<file path="config.mk">
export PLATFORM = sky130hd
export DESIGN_NAME = dps_state_machine
export DESIGN_NICKNAME = d
export VERILOG_FILES = /design/src/logic/dps_err_mem.v /design/src/logic/dps_state_machine.v
export VERILOG_INCLUDE_DIRS = /design/src /design/src/logic
export SDC_FILE = /design/constraint.sdc
export NUM_CORES = 1
export LEC_CHECK = 0
export ABC_CLOCK_PERIOD_IN_PS = 2900
export BUFFER_PORTS_ARGS = -buffer_cell sky130_fd_sc_hd__buf_4
export CORE_ASPECT_RATIO = 1.75
export CORE_UTILIZATION = 44
export DETAILED_ROUTE_END_ITERATION = 10
export PLACE_DENSITY = 0.69
export SLEW_MARGIN = 20
export SYNTH_ARGS = -nofsm -noshare
export SYNTH_HDL_FRONTEND = slang
export SYNTH_SLANG_ARGS = --single-unit
export TNS_END_PERCENT = 100
</file>
<file path="constraint.sdc">
create_clock -name i_clk -period 2.9 [get_ports i_clk]
set_input_delay 0.58 -clock i_clk [delete_from_list [all_inputs] [get_ports i_clk]]
set_output_delay 0.58 -clock i_clk [all_outputs]
set_load 0.005 [all_outputs]
</file>
<file path="src/logic/dps_regs.vh">
`ifndef DPS_REGS_VH
`define DPS_REGS_VH
// Command word bit positions
`define DPS_CMD_SWITCH_ON 0
`define DPS_CMD_EN_VOLT 1
`define DPS_CMD_QSTOP_N 2
`define DPS_CMD_EN_OP 3
`define DPS_CMD_FAULT_RST 7
`define DPS_CMD_W 16
// State codes reported to the master
`define DPS_CODE_W 4
`define DPS_CODE_NOT_READY 4'h0
`define DPS_CODE_SO_DIS 4'h1
`define DPS_CODE_READY 4'h2
`define DPS_CODE_SW_ON 4'h3
`define DPS_CODE_OP_EN 4'h4
`define DPS_CODE_QSTOP 4'h5
`define DPS_CODE_FR_ACT 4'h6
`define DPS_CODE_FAULT 4'h7
// Quick-stop option code range limits
`define DPS_QSO_W 3
`define DPS_QSO_LO_MIN 3'h1
`define DPS_QSO_LO_MAX 3'h4
`define DPS_QSO_HI_MIN 3'h5
// Option code 5..8 is held as 3 bits: value minus one is not used; 8 wraps to 0
`define DPS_QSO_EIGHT 3'h0
// Error flag count
`define DPS_ERR_W 8
// Initialisation length in cycles
`define DPS_INIT_CYC 8'h10
`define DPS_INIT_W 8
`endif

</file>
<file path="src/logic/dps_err_mem.v">
`timescale 1ns/1ps
// ************************************************************
// Motion error flag store
// ************************************************************
module dps_err_mem #(
  parameter W = 8
) (
  input wire i_clk,
  input wire i_rst,
  input wire [W-1:0] i_set,
  input wire [W-1:0] i_active,
  input wire i_clear,
  output reg [W-1:0] o_flags
);

  // Set wins over clear; clear drops only flags whose cause is gone
  always @(posedge i_clk)
  begin
    if (i_rst)
      o_flags <= {W{1'b0}};
    else if (i_clear)
      o_flags <= i_set | (o_flags & i_active);
    else
      o_flags <= o_flags | i_set;
  end

endmodule

</file>
<file path="src/logic/dps_state_machine.v">
`timescale 1ns/1ps
`include "dps_regs.vh"
// Contract
// Reset: self-init, then switch-on-disabled, comms on
// Shutdown command enters ready-to-switch-on, no action
// Switch-on enables power if enable input active
// Enable operation: motion on, set-points cleared
// Clear bit3: ramp stop, then switched-on
// Clear bit0: power off, ready-to-switch-on
// Clear bit1/2: switch-on-disabled, power off
// Clear bit2 in operation: quick-stop, power kept
// Quick-stop option 1-4: disable after stop
// Option 5-8: enable operation returns to operation
// Any fault enters fault-reaction-active state; here fatal goes straight to fault and not-ready ignores faults
// Reaction done: fault state, power off
// Fault reset clears errors whose cause gone
// Leave fault only when all errors cleared
// Master clears fault-reset bit after fault exit
// Finish associated action before changing state
// Drive disabled: no energy, set-points ignored
// Drive enabled: energise, process set-points
// Fatal error switches off immediately
// Configuration selects disable, stop, halt, fault behaviour; there is no halt option here
// Mains off: motor free unless braked
// Fault reset acts on rising edge only
// Current state exposed as distinct code
module dps_state_machine #(
  parameter ERR_W = `DPS_ERR_W,
  parameter INIT_CYC = `DPS_INIT_CYC
) (
  input wire i_clk,
  input wire i_rst,
  input wire [`DPS_CMD_W-1:0] i_cmd,
  input wire i_enable_in,
  input wire [ERR_W-1:0] i_err_set,
  input wire [ERR_W-1:0] i_err_active,
  input wire i_fatal,
  input wire [`DPS_QSO_W-1:0] i_qstop_opt,
  input wire i_cfg_fault_ramp,
  input wire i_cfg_dis_ramp,
  input wire i_mains_ctrl,
  input wire i_brake_applied,
  input wire i_stop_done,
  input wire i_fault_react_done,
  output reg [`DPS_CODE_W-1:0] o_state_code,
  output reg o_comm_active,
  output reg o_power_en,
  output reg o_mains_on,
  output reg o_zero_torque,
  output reg o_motion_en,
  output reg o_setpoint_en,
  output reg o_setpoint_clr,
  output reg o_ramp_stop,
  output reg o_quick_stop,
  output reg o_fault_react,
  output reg o_motor_free,
  output reg [ERR_W-1:0] o_err_flags
);

  // ************************************************************
  // State encoding
  // ************************************************************
  localparam [7:0] ST_NRDY = 8'h01;
  localparam [7:0] ST_SODIS = 8'h02;
  localparam [7:0] ST_READY = 8'h04;
  localparam [7:0] ST_SWON = 8'h08;
  localparam [7:0] ST_OPEN = 8'h10;
  localparam [7:0] ST_QSTOP = 8'h20;
  localparam [7:0] ST_FRACT = 8'h40;
  localparam [7:0] ST_FAULT = 8'h80;

  reg [7:0] state_reg;
  reg [7:0] state_next;
  reg [`DPS_INIT_W-1:0] init_cnt_reg;
  reg fr_prev_reg;
  reg dis_pend_reg;
  reg dis_pend_next;
  reg enable_meta_reg;
  reg enable_sync_reg;
  reg brake_meta_reg;
  reg brake_sync_reg;
  wire [`DPS_CODE_W-1:0] code_next;
  wire [ERR_W-1:0] flags;
  wire sw_on;
  wire en_volt;
  wire qstop_n;
  wire en_op;
  wire fr_rise;
  wire fault_any;
  wire init_done;
  wire qso_lo;
  wire qso_hi;
  wire drive_en;
  wire pwr_on;
  wire err_clear;
  wire flags_idle;

  // ************************************************************
  // Decode functions
  // ************************************************************
  // Power stage energised; a fatal error drops it at once
  function pwr_state;
    input [7:0] st;
    input fatal;
  begin
    pwr_state = (st == ST_SWON) || (st == ST_OPEN) || (st == ST_QSTOP)
      || ((st == ST_FRACT) && !fatal);
  end
  endfunction

  // Drive function enabled: motor may be energised
  function drive_state;
    input [7:0] st;
  begin
    drive_state = (st == ST_OPEN) || (st == ST_QSTOP);
  end
  endfunction

  // Distinct code for each state, read by the master
  function [`DPS_CODE_W-1:0] state_code;
    input [7:0] st;
  begin
    case (st)
      ST_NRDY: state_code = `DPS_CODE_NOT_READY;
      ST_SODIS: state_code = `DPS_CODE_SO_DIS;
      ST_READY: state_code = `DPS_CODE_READY;
      ST_SWON: state_code = `DPS_CODE_SW_ON;
      ST_OPEN: state_code = `DPS_CODE_OP_EN;
      ST_QSTOP: state_code = `DPS_CODE_QSTOP;
      ST_FRACT: state_code = `DPS_CODE_FR_ACT;
      ST_FAULT: state_code = `DPS_CODE_FAULT;
      default: state_code = `DPS_CODE_NOT_READY;
    endcase
  end
  endfunction

  // ************************************************************
  // Pin synchronisers
  // ************************************************************
  // Enable and brake come from pins: two flops before any logic reads them
  always @(posedge i_clk)
  begin
    if (i_rst)
    begin
      enable_meta_reg <= 1'b0;
      enable_sync_reg <= 1'b0;
      brake_meta_reg <= 1'b0;
      brake_sync_reg <= 1'b0;
    end
    else
    begin
      enable_meta_reg <= i_enable_in;
      enable_sync_reg <= enable_meta_reg;
      brake_meta_reg <= i_brake_applied;
      brake_sync_reg <= brake_meta_reg;
    end
  end

  // ************************************************************
  // Command decode
  // ************************************************************
  assign sw_on = i_cmd[`DPS_CMD_SWITCH_ON];
  assign en_volt = i_cmd[`DPS_CMD_EN_VOLT];
  assign qstop_n = i_cmd[`DPS_CMD_QSTOP_N];
  assign en_op = i_cmd[`DPS_CMD_EN_OP];
  assign fr_rise = i_cmd[`DPS_CMD_FAULT_RST] & ~fr_prev_reg;
  assign fault_any = |i_err_set;
  assign init_done = (init_cnt_reg == INIT_CYC[`DPS_INIT_W-1:0]);
  // Option 1..4 versus 5..8 (8 held as zero)
  assign qso_lo = (i_qstop_opt >= `DPS_QSO_LO_MIN) && (i_qstop_opt <= `DPS_QSO_LO_MAX);
  assign qso_hi = (i_qstop_opt >= `DPS_QSO_HI_MIN) || (i_qstop_opt == `DPS_QSO_EIGHT);
  assign err_clear = (state_reg == ST_FAULT) && fr_rise;
  // Fault may be left only when no held flag is still active
  assign flags_idle = ((flags & i_err_active) == {ERR_W{1'b0}}) && !fault_any;

  // ************************************************************
  // Error flags
  // ************************************************************
  dps_err_mem #(
    .W(ERR_W)
  ) u_err (
    .i_clk(i_clk),
    .i_rst(i_rst),
    .i_set(i_err_set),
    .i_active(i_err_active),
    .i_clear(err_clear),
    .o_flags(flags)
  );

  // ************************************************************
  // Initialisation and edge history
  // ************************************************************
  // Init counter and fault-reset edge history
  always @(posedge i_clk)
  begin
    if (i_rst)
    begin
      init_cnt_reg <= {`DPS_INIT_W{1'b0}};
      fr_prev_reg <= 1'b0;
    end
    else
    begin
      fr_prev_reg <= i_cmd[`DPS_CMD_FAULT_RST];
      if (state_reg == ST_NRDY && !init_done)
        init_cnt_reg <= init_cnt_reg + 1'b1;
    end
  end

  // ************************************************************
  // Next-state logic
  // ************************************************************
  always @*
  begin
    state_next = state_reg;
    dis_pend_next = dis_pend_reg;
    case (state_reg)
      ST_NRDY:
      begin
        if (init_done)
          state_next = ST_SODIS;
      end
      ST_SODIS:
      begin
        if (en_volt && qstop_n)
          state_next = ST_READY;
      end
      ST_READY:
      begin
        if (!en_volt || !qstop_n)
          state_next = ST_SODIS;
        else if (sw_on && enable_sync_reg)
          state_next = ST_SWON;
      end
      ST_SWON:
      begin
        if (!en_volt || !qstop_n)
          state_next = ST_SODIS;
        else if (!sw_on)
          state_next = ST_READY;
        else if (en_op)
          state_next = ST_OPEN;
      end
      ST_OPEN:
      begin
        if (!en_volt)
          state_next = ST_SODIS;
        else if (!qstop_n)
          state_next = ST_QSTOP;
        else if (!sw_on)
          state_next = ST_READY;
        else if (!en_op)
        begin
          // Stay until the ramp stop finishes
          if (!i_cfg_dis_ramp || i_stop_done)
            state_next = ST_SWON;
        end
      end
      ST_QSTOP:
      begin
        if (!en_volt)
          dis_pend_next = 1'b1;
        if (qso_lo && i_stop_done)
          state_next = ST_SODIS;
        else if ((dis_pend_reg || !en_volt) && (qso_lo || i_stop_done))
          state_next = ST_SODIS;
        else if (qso_hi && qstop_n && en_op && en_volt)
          state_next = ST_OPEN;
        if (state_next != ST_QSTOP)
          dis_pend_next = 1'b0;
      end
      ST_FRACT:
      begin
        if (i_fault_react_done || !i_cfg_fault_ramp)
          state_next = ST_FAULT;
      end
      ST_FAULT:
      begin
        if (fr_rise && flags_idle)
          state_next = ST_SODIS;
      end
      default:
        state_next = ST_NRDY;
    endcase
    // Fault overrides every state except not-ready and fault; fatal skips the reaction
    if (state_reg != ST_NRDY && state_reg != ST_FAULT)
    begin
      if (i_fatal)
        state_next = ST_FAULT;
      else if (fault_any && state_reg != ST_FRACT)
        state_next = ST_FRACT;
    end
  end

  // ************************************************************
  // Outputs
  // ************************************************************
  // Power and drive enable for the state being entered
  assign pwr_on = pwr_state(state_next, i_fatal);
  assign drive_en = drive_state(state_next);

  // State code for the next state
  assign code_next = state_code(state_next);

  // State register and pending disable request
  always @(posedge i_clk)
  begin
    if (i_rst)
    begin
      state_reg <= ST_NRDY;
      dis_pend_reg <= 1'b0;
    end
    else
    begin
      state_reg <= state_next;
      dis_pend_reg <= dis_pend_next;
    end
  end

  // Registered outputs, taken from the state being entered; error flags copied from the store
  always @(posedge i_clk)
  begin
    if (i_rst)
    begin
      o_state_code <= `DPS_CODE_NOT_READY;
      o_comm_active <= 1'b0;
      o_power_en <= 1'b0;
      o_mains_on <= 1'b0;
      o_zero_torque <= 1'b1;
      o_motion_en <= 1'b0;
      o_setpoint_en <= 1'b0;
      o_setpoint_clr <= 1'b0;
      o_ramp_stop <= 1'b0;
      o_quick_stop <= 1'b0;
      o_fault_react <= 1'b0;
      o_motor_free <= 1'b1;
      o_err_flags <= {ERR_W{1'b0}};
    end
    else
    begin
      o_state_code <= code_next;
      o_comm_active <= (state_next != ST_NRDY);
      o_power_en <= pwr_on;
      o_mains_on <= pwr_on || !i_mains_ctrl;
      o_zero_torque <= !drive_en;
      o_motion_en <= (state_next == ST_OPEN) && !((state_reg == ST_OPEN) && !en_op);
      o_setpoint_en <= drive_en && (state_next == ST_OPEN);
      o_setpoint_clr <= (state_reg == ST_SWON) && (state_next == ST_OPEN);
      o_ramp_stop <= (state_next == ST_OPEN) && !en_op;
      o_quick_stop <= (state_next == ST_QSTOP);
      o_fault_react <= (state_next == ST_FRACT);
      o_motor_free <= !pwr_on && !brake_sync_reg;
      o_err_flags <= flags;
    end
  end

endmodule
</file>
# --- Word-level counts from Yosys, hierarchy flattened ---
# Cells that the tools add are included.
word_totals:
  ff_bits: 53
classes:
  n_addsub: 1
  magnitude_cmp: 3
  eq_ne: 22
  mux: 26
  bitwise_logic: 5
  n_reduce_logical: 49
ops:
  columns: ["operator", "n"]
  rows:
  - ["$mux 8", 22]
  - ["$pmux 8 s8", 1]
  - ["$eq 8x5->1 const B", 3]
  - ["$logic_and 1x1->1", 21]
  - ["$pmux 3 s7", 1]
  - ["$eq 8x2->1 const B", 2]
  - ["$eq 8x3->1 const B", 2]
  - ["$eq 8x4->1 const B", 2]
  - ["$eq 8x6->1 const B", 2]
  - ["$eq 8x7->1 const B", 2]
  - ["$eq 8x8->1 const B", 2]
  - ["$ne 8x1->1 const B", 2]
  - ["$or 8x8->8", 2]
  - ["$logic_not 1->1", 13]
  - ["$logic_or 1x1->1", 11]
  - ["$add 8x1->8 const B", 1]
  - ["$and 8x8->8", 1]
  - ["$eq 8x1->1 const B", 1]
  - ["$logic_not 8->1", 1]
  - ["$ne 8x6->1 const B", 1]
  - ["$ne 8x7->1 const B", 1]
  - ["$ne 8x8->1 const B", 1]
  - ["$reduce_or 8->1", 1]
  - ["$ge 3x1->1 const B", 1]
  - ["8 further kinds", 9]

# --- Longest topological paths before layout ---
logic_depth:
  word_depth: 19
  depth_mapped: 8

# --- Hierarchy ---
# From an unflattened synthesis, not the netlist that was laid out.
hier_totals:
  cells_unflattened: 260
  hier_area_um2: 2396.0
by_module_without_submodules:
  columns: ["mod", "instances", "cells_per_inst", "area_each_um2", "seq_area_each_um2"]
  rows:
  - ["dps_state_machine", 1, 227, 2029.4, 880.8]
  - ["dps_err_mem", 1, 33, 366.6, 160.2]

# --- Least setup slack after synthesis ---
# Ideal clock, no wire load.
synth_path:
  kind: "reg-to-reg"
  from: "register state_reg[2]"
  to: "register o_motor_free"
  arrival_time_ns: 1.963
  path_slack_ns: 0.822
  stages_incl_launch_ff: 8
  cell_sequence: "dfxtp_1 > buf_6 > or4_4 > or4_4 > o21a_2 > o21ai_4 > o31ai_1 > a31o_1"
synth_between:
  elab_chain_cells: 15
synth_lines:
  columns: ["element", "line", "rtl"]
  rows:
  - ["start, declared", "dps_state_machine.v:72", "reg [7:0] state_reg;"]
  - ["start signal, assigned", "dps_state_machine.v:314", "state_reg <= state_next;"]
  - ["$mux 8", "dps_state_machine.v:254", "if (!i_cfg_dis_ramp || i_stop_done)"]
  - ["$mux 8", "dps_state_machine.v:251", "else if (!en_op)"]
  - ["$mux 8", "dps_state_machine.v:249", "else if (!sw_on)"]
  - ["$mux 8", "dps_state_machine.v:247", "else if (!qstop_n)"]
  - ["$mux 8", "dps_state_machine.v:245", "if (!en_volt)"]
  - ["$pmux 8 s8", "dps_state_machine.v:216", "case (state_reg)"]
  - ["$mux 8", "dps_state_machine.v:289", "else if (fault_any && state_reg != ST_FRACT)"]
  - ["$mux 8", "dps_state_machine.v:287", "if (i_fatal)"]
  - ["$mux 8 *", "dps_state_machine.v:285", "if (state_reg != ST_NRDY && state_reg != ST_FAULT)"]
  - ["$eq 8x4->1 or $eq 8x5->1 (tied branches)", "dps_state_machine.v:106", "pwr_state = (st == ST_SWON) || (st == ST_OPEN) || (st == ST_QSTOP)"]
  - ["$logic_or 1x1->1 (2 in series)", "dps_state_machine.v:106", null]
  - ["$logic_or 1x1->1 *", "dps_state_machine.v:107", "|| ((st == ST_FRACT) && !fatal);"]
  - ["$logic_not 1->1 *", "dps_state_machine.v:351", "o_motor_free <= !pwr_on && !brake_sync_reg;"]
  - ["$logic_and 1x1->1 *", "dps_state_machine.v:351", null]
  - ["end signal, assigned", "dps_state_machine.v:351", null]
  - ["end, declared", "dps_state_machine.v:56", "output reg o_motor_free,"]
# Mark *: on every way between the ends. The rest lies on a longest branch, timed or not. The select of a mux whose other input is x is not followed.
# A chain may end at the register's enable or synchronous reset.

# --- Final worst setup path ---
layout_path:
  from: "register state_reg[1]"
  to: "register o_state_code[2]"
layout_between:
  elab_chain_cells: 11
layout_lines:
  columns: ["element", "line", "rtl"]
  rows:
  - ["$mux 8", "dps_state_machine.v:254", null]
  - ["$mux 8", "dps_state_machine.v:251", null]
  - ["$mux 8", "dps_state_machine.v:249", null]
  - ["$mux 8", "dps_state_machine.v:247", null]
  - ["$mux 8", "dps_state_machine.v:245", null]
  - ["$pmux 8 s8", "dps_state_machine.v:216", null]
  - ["$mux 8", "dps_state_machine.v:289", null]
  - ["$mux 8", "dps_state_machine.v:287", null]
  - ["$mux 8 *", "dps_state_machine.v:285", null]
  - ["$eq 8x8->1 (tied with other cells)", "dps_state_machine.v:123", "case (st)"]
  - ["$pmux 3 s7 *", "dps_state_machine.v:123", null]
  - ["end signal, assigned", "dps_state_machine.v:324", "o_state_code <= `DPS_CODE_NOT_READY;"]
  - ["end signal, assigned", "dps_state_machine.v:340", "o_state_code <= code_next;"]
  - ["end, declared", "dps_state_machine.v:45", "output reg [`DPS_CODE_W-1:0] o_state_code,"]
# Marked as above.

==> metrics <==
FF-to-FF setup slack between 0.5 and 0.6 ns; hold path endpoint o_mains_on; yosys warns 0; CTS Buffer Depth 2; vias in the first global route between 2000 and 2500; worst-path maximum fanout 13; routability cong. 0.9239; Initial Util between 40% and 50%; Core Region around 0.0053 sq mm; Nets 386; hold-fix buffers at CTS 0; Critical Path RT roughly 3 ns; final hold vios 0; post-layout util a little under three fifths; Worst setup SP type register; area occupied by multi-input gates between 0.001 and 0.0015 sq mm; DRC 0; Max stage delay on crit path 0.61 ns; min cycle time layout approximately 2.4 ns; H-Tree Depth 2; largest net degree at the start of global routing 47; max cap viols 0; # resized after CTS 0; register area approximately 0.0010 sq mm; Die Width ~58 um; number of I/O pins 68; Final ANT Viol Nets 0; first-pass GRT wire length 9501 um; synth cell count leaders 52 x dfxtp_1, 30 x nor2_1, 24 x nor2b_1; DP Area 0.002897 sq mm; worst-margin pin slew about 0.58 ns; FF-to-FF End o_state_code[2]; synthesized area between 0.002 and 0.0025 sq mm; post-route cell area about 0.0030 sq mm; total track usage 21.14%; CP arrival approximately 2.6 ns; Setup Crit Path Kind register to register; synth top area cells dfxtp_1 43%, nor2b_1 6.2%, nor2_1 4.6%; reg2reg start state_reg[1]; Pre-Repair DR Iteration Count 4; sequence of cells on the critical path xor2_1 -> mux2i_1 -> o31a_1 -> or4_1 -> a41o_1 -> o32ai_1; row count 35; Clock Pin Slew Worst Setup and Hold Paths 0.10 ns; Post-synth ARST share 0%; hold_sp i_mains_ctrl; Register-to-Register Path Depth 6; #FFs+latches synth 52; Num Clock Sinks 52; Clock Tree Root clkbuf_8; Hold Crit Depth 2; Setup Total Neg Slack 0 ns; CTS tree done; Synth area leader dfxtp_1; layout cells sized above 1 20.59%; status finished, final reports clean; DR vias/cell ~5.4; Leakage 1.266 nW; Fmax achieved approximately 0.42 GHz; initial antenna violation count 0; non-filler instance count after layout 414; delay-heaviest family, CP compound AO/OA/AOI/OAI gates; die area roughly 0.0059 sq mm; Tcrit/Tclk final 81.94%; vias between 2000 and 2500; Buffers on Ports 55; Synth Net Count approximately 340; Crit-path slowest cell dfxtp_1; most used flip-flop cell after synthesis dfxtp_1; number of synthesized flops with an enable pin 0; Mapped Avg Cell Area 8.476 sq um; top-count cell post-synth dfxtp_1; Worst VDD drop 0.0004738 V; Final Hold Slack 0.4457 ns; clk_skew 0.007096 ns; Fill cells approximately 480; critical path buffer and inverter count 0; grt ovf 0; RSZ-0062 raised after global routing no; Clk Latency, worst-skew pair around 0.31 ns; Iter 0 DRT Violations 57; drt total wl approximately 5900 um; ant diodes 0; synth unique cells about 50; Final setup viols 0; area grow syn2layout 22.50%; Syn Inst Count about 290; top cell type's share of synthesized area between 40% and 50%; WL/cell 14.22 um; HP Class primary input to register; relative slew slack approximately 60%; TritonCTS buffer count 5; # placed instances about 410; crit end category register; Seq/Total Area, Yosys between 40% and 50%; Slew Limit Fails 0; Power per Cell Area 543.0 mW/mm^2; post-CTS setup buffers 0; chip height ~100 um; dpl hpwl 4452 um
[cell usage in the layout, fill, tap and decap left out, types with 3 or more instances in the layout]
cell,synthesis,routed
a21oi_1,16,16
xor2_1,5,5
inv_1,14,14
dfxtp_1,52,52
nor4_1,8,8
and3b_1,5,5
nand3_1,9,9
o31a_1,3,3
nor2_1,30,30
nor2b_1,24,24
and3_1,4,4
a31oi_1,4,4
xnor2_1,3,3
o211ai_1,3,3
nand2b_1,6,6
o21ai_0,19,19
a22oi_1,4,4
and2_1,5,5
nand4_1,5,5
o31ai_1,3,3
or3_1,4,4
nand2_1,13,13
buf_4,2,58
clkbuf_8,0,5
nor3_1,4,4
[final cells by class]
class,instances,area share (%)
Timing Repair Buffer,58,14.56
Clock buffer,5,2.301
Sequential cell,52,34.81
Inverter,14,1.757
Clock inverter,3,0.8368
Multi-Input combinational cell,208,42.64
Tap cell,74,3.096
[per-layer routing]
layer	vias to the layer above	GRT usage (%)	part of all wire [%]	wire, um
met5	-	0	0	0
met1	1034	21.66	39	2288
met3	17	3.209	3.0	178
li1	1124	-	-	-
met2	68	39.52	55	3212
met4	0	11.54	3.5	208
[worst max path at each step]
stage,from,end,slack (ns),cells past startpoint
after global routing,state_reg[6],o_motor_free,0.34,5
final,state_reg[1],o_state_code[2],0.52,6
after floorplan,state_reg[2],o_motor_free,0.82,7
after detailed placement,state_reg[1],o_state_code[2],0.53,6
after CTS,state_reg[1],o_state_code[2],0.50,6
after global placement,state_reg[1],o_state_code[2],0.55,6
[logic make-up after synthesis]
logic type | Yosys count | synth area share, %
multiplexers | 2 | 0.8201
buffers and inverters | 28 | 5.126
flip-flops | 52 | 42.64
AO/OA/AOI/OAI | 71 | 19.32
adder cells (fa/ha/maj) | 2 | 1.025
AND/OR/NAND/NOR | 124 | 28.04
XOR/XNOR | 8 | 2.870
other | 1 | 0.1536
[metrics by stage]
step | total power, mW | setup WS [ns]
3_3_place_gp | 1.198 | 0.5481
2_1_floorplan | 1.058 | 0.8220
3_5_place_dp | 1.203 | 0.5284
5_1_grt | 1.710 | 0.3358
6_report | 1.624 | 0.5238
4_1_cts | 1.639 | 0.4970
[where the power goes]
| part | internal, mW | switching, mW | total, mW |
|---|---|---|---|
| registers | 0.775 | 0.0460 | 0.821 |
| clock network | 0.176 | 0.256 | 0.433 |
| logic | 0.180 | 0.190 | 0.370 |
| total | 1.13 | 0.492 | 1.62 |
(Power assumes the default switching activity.)
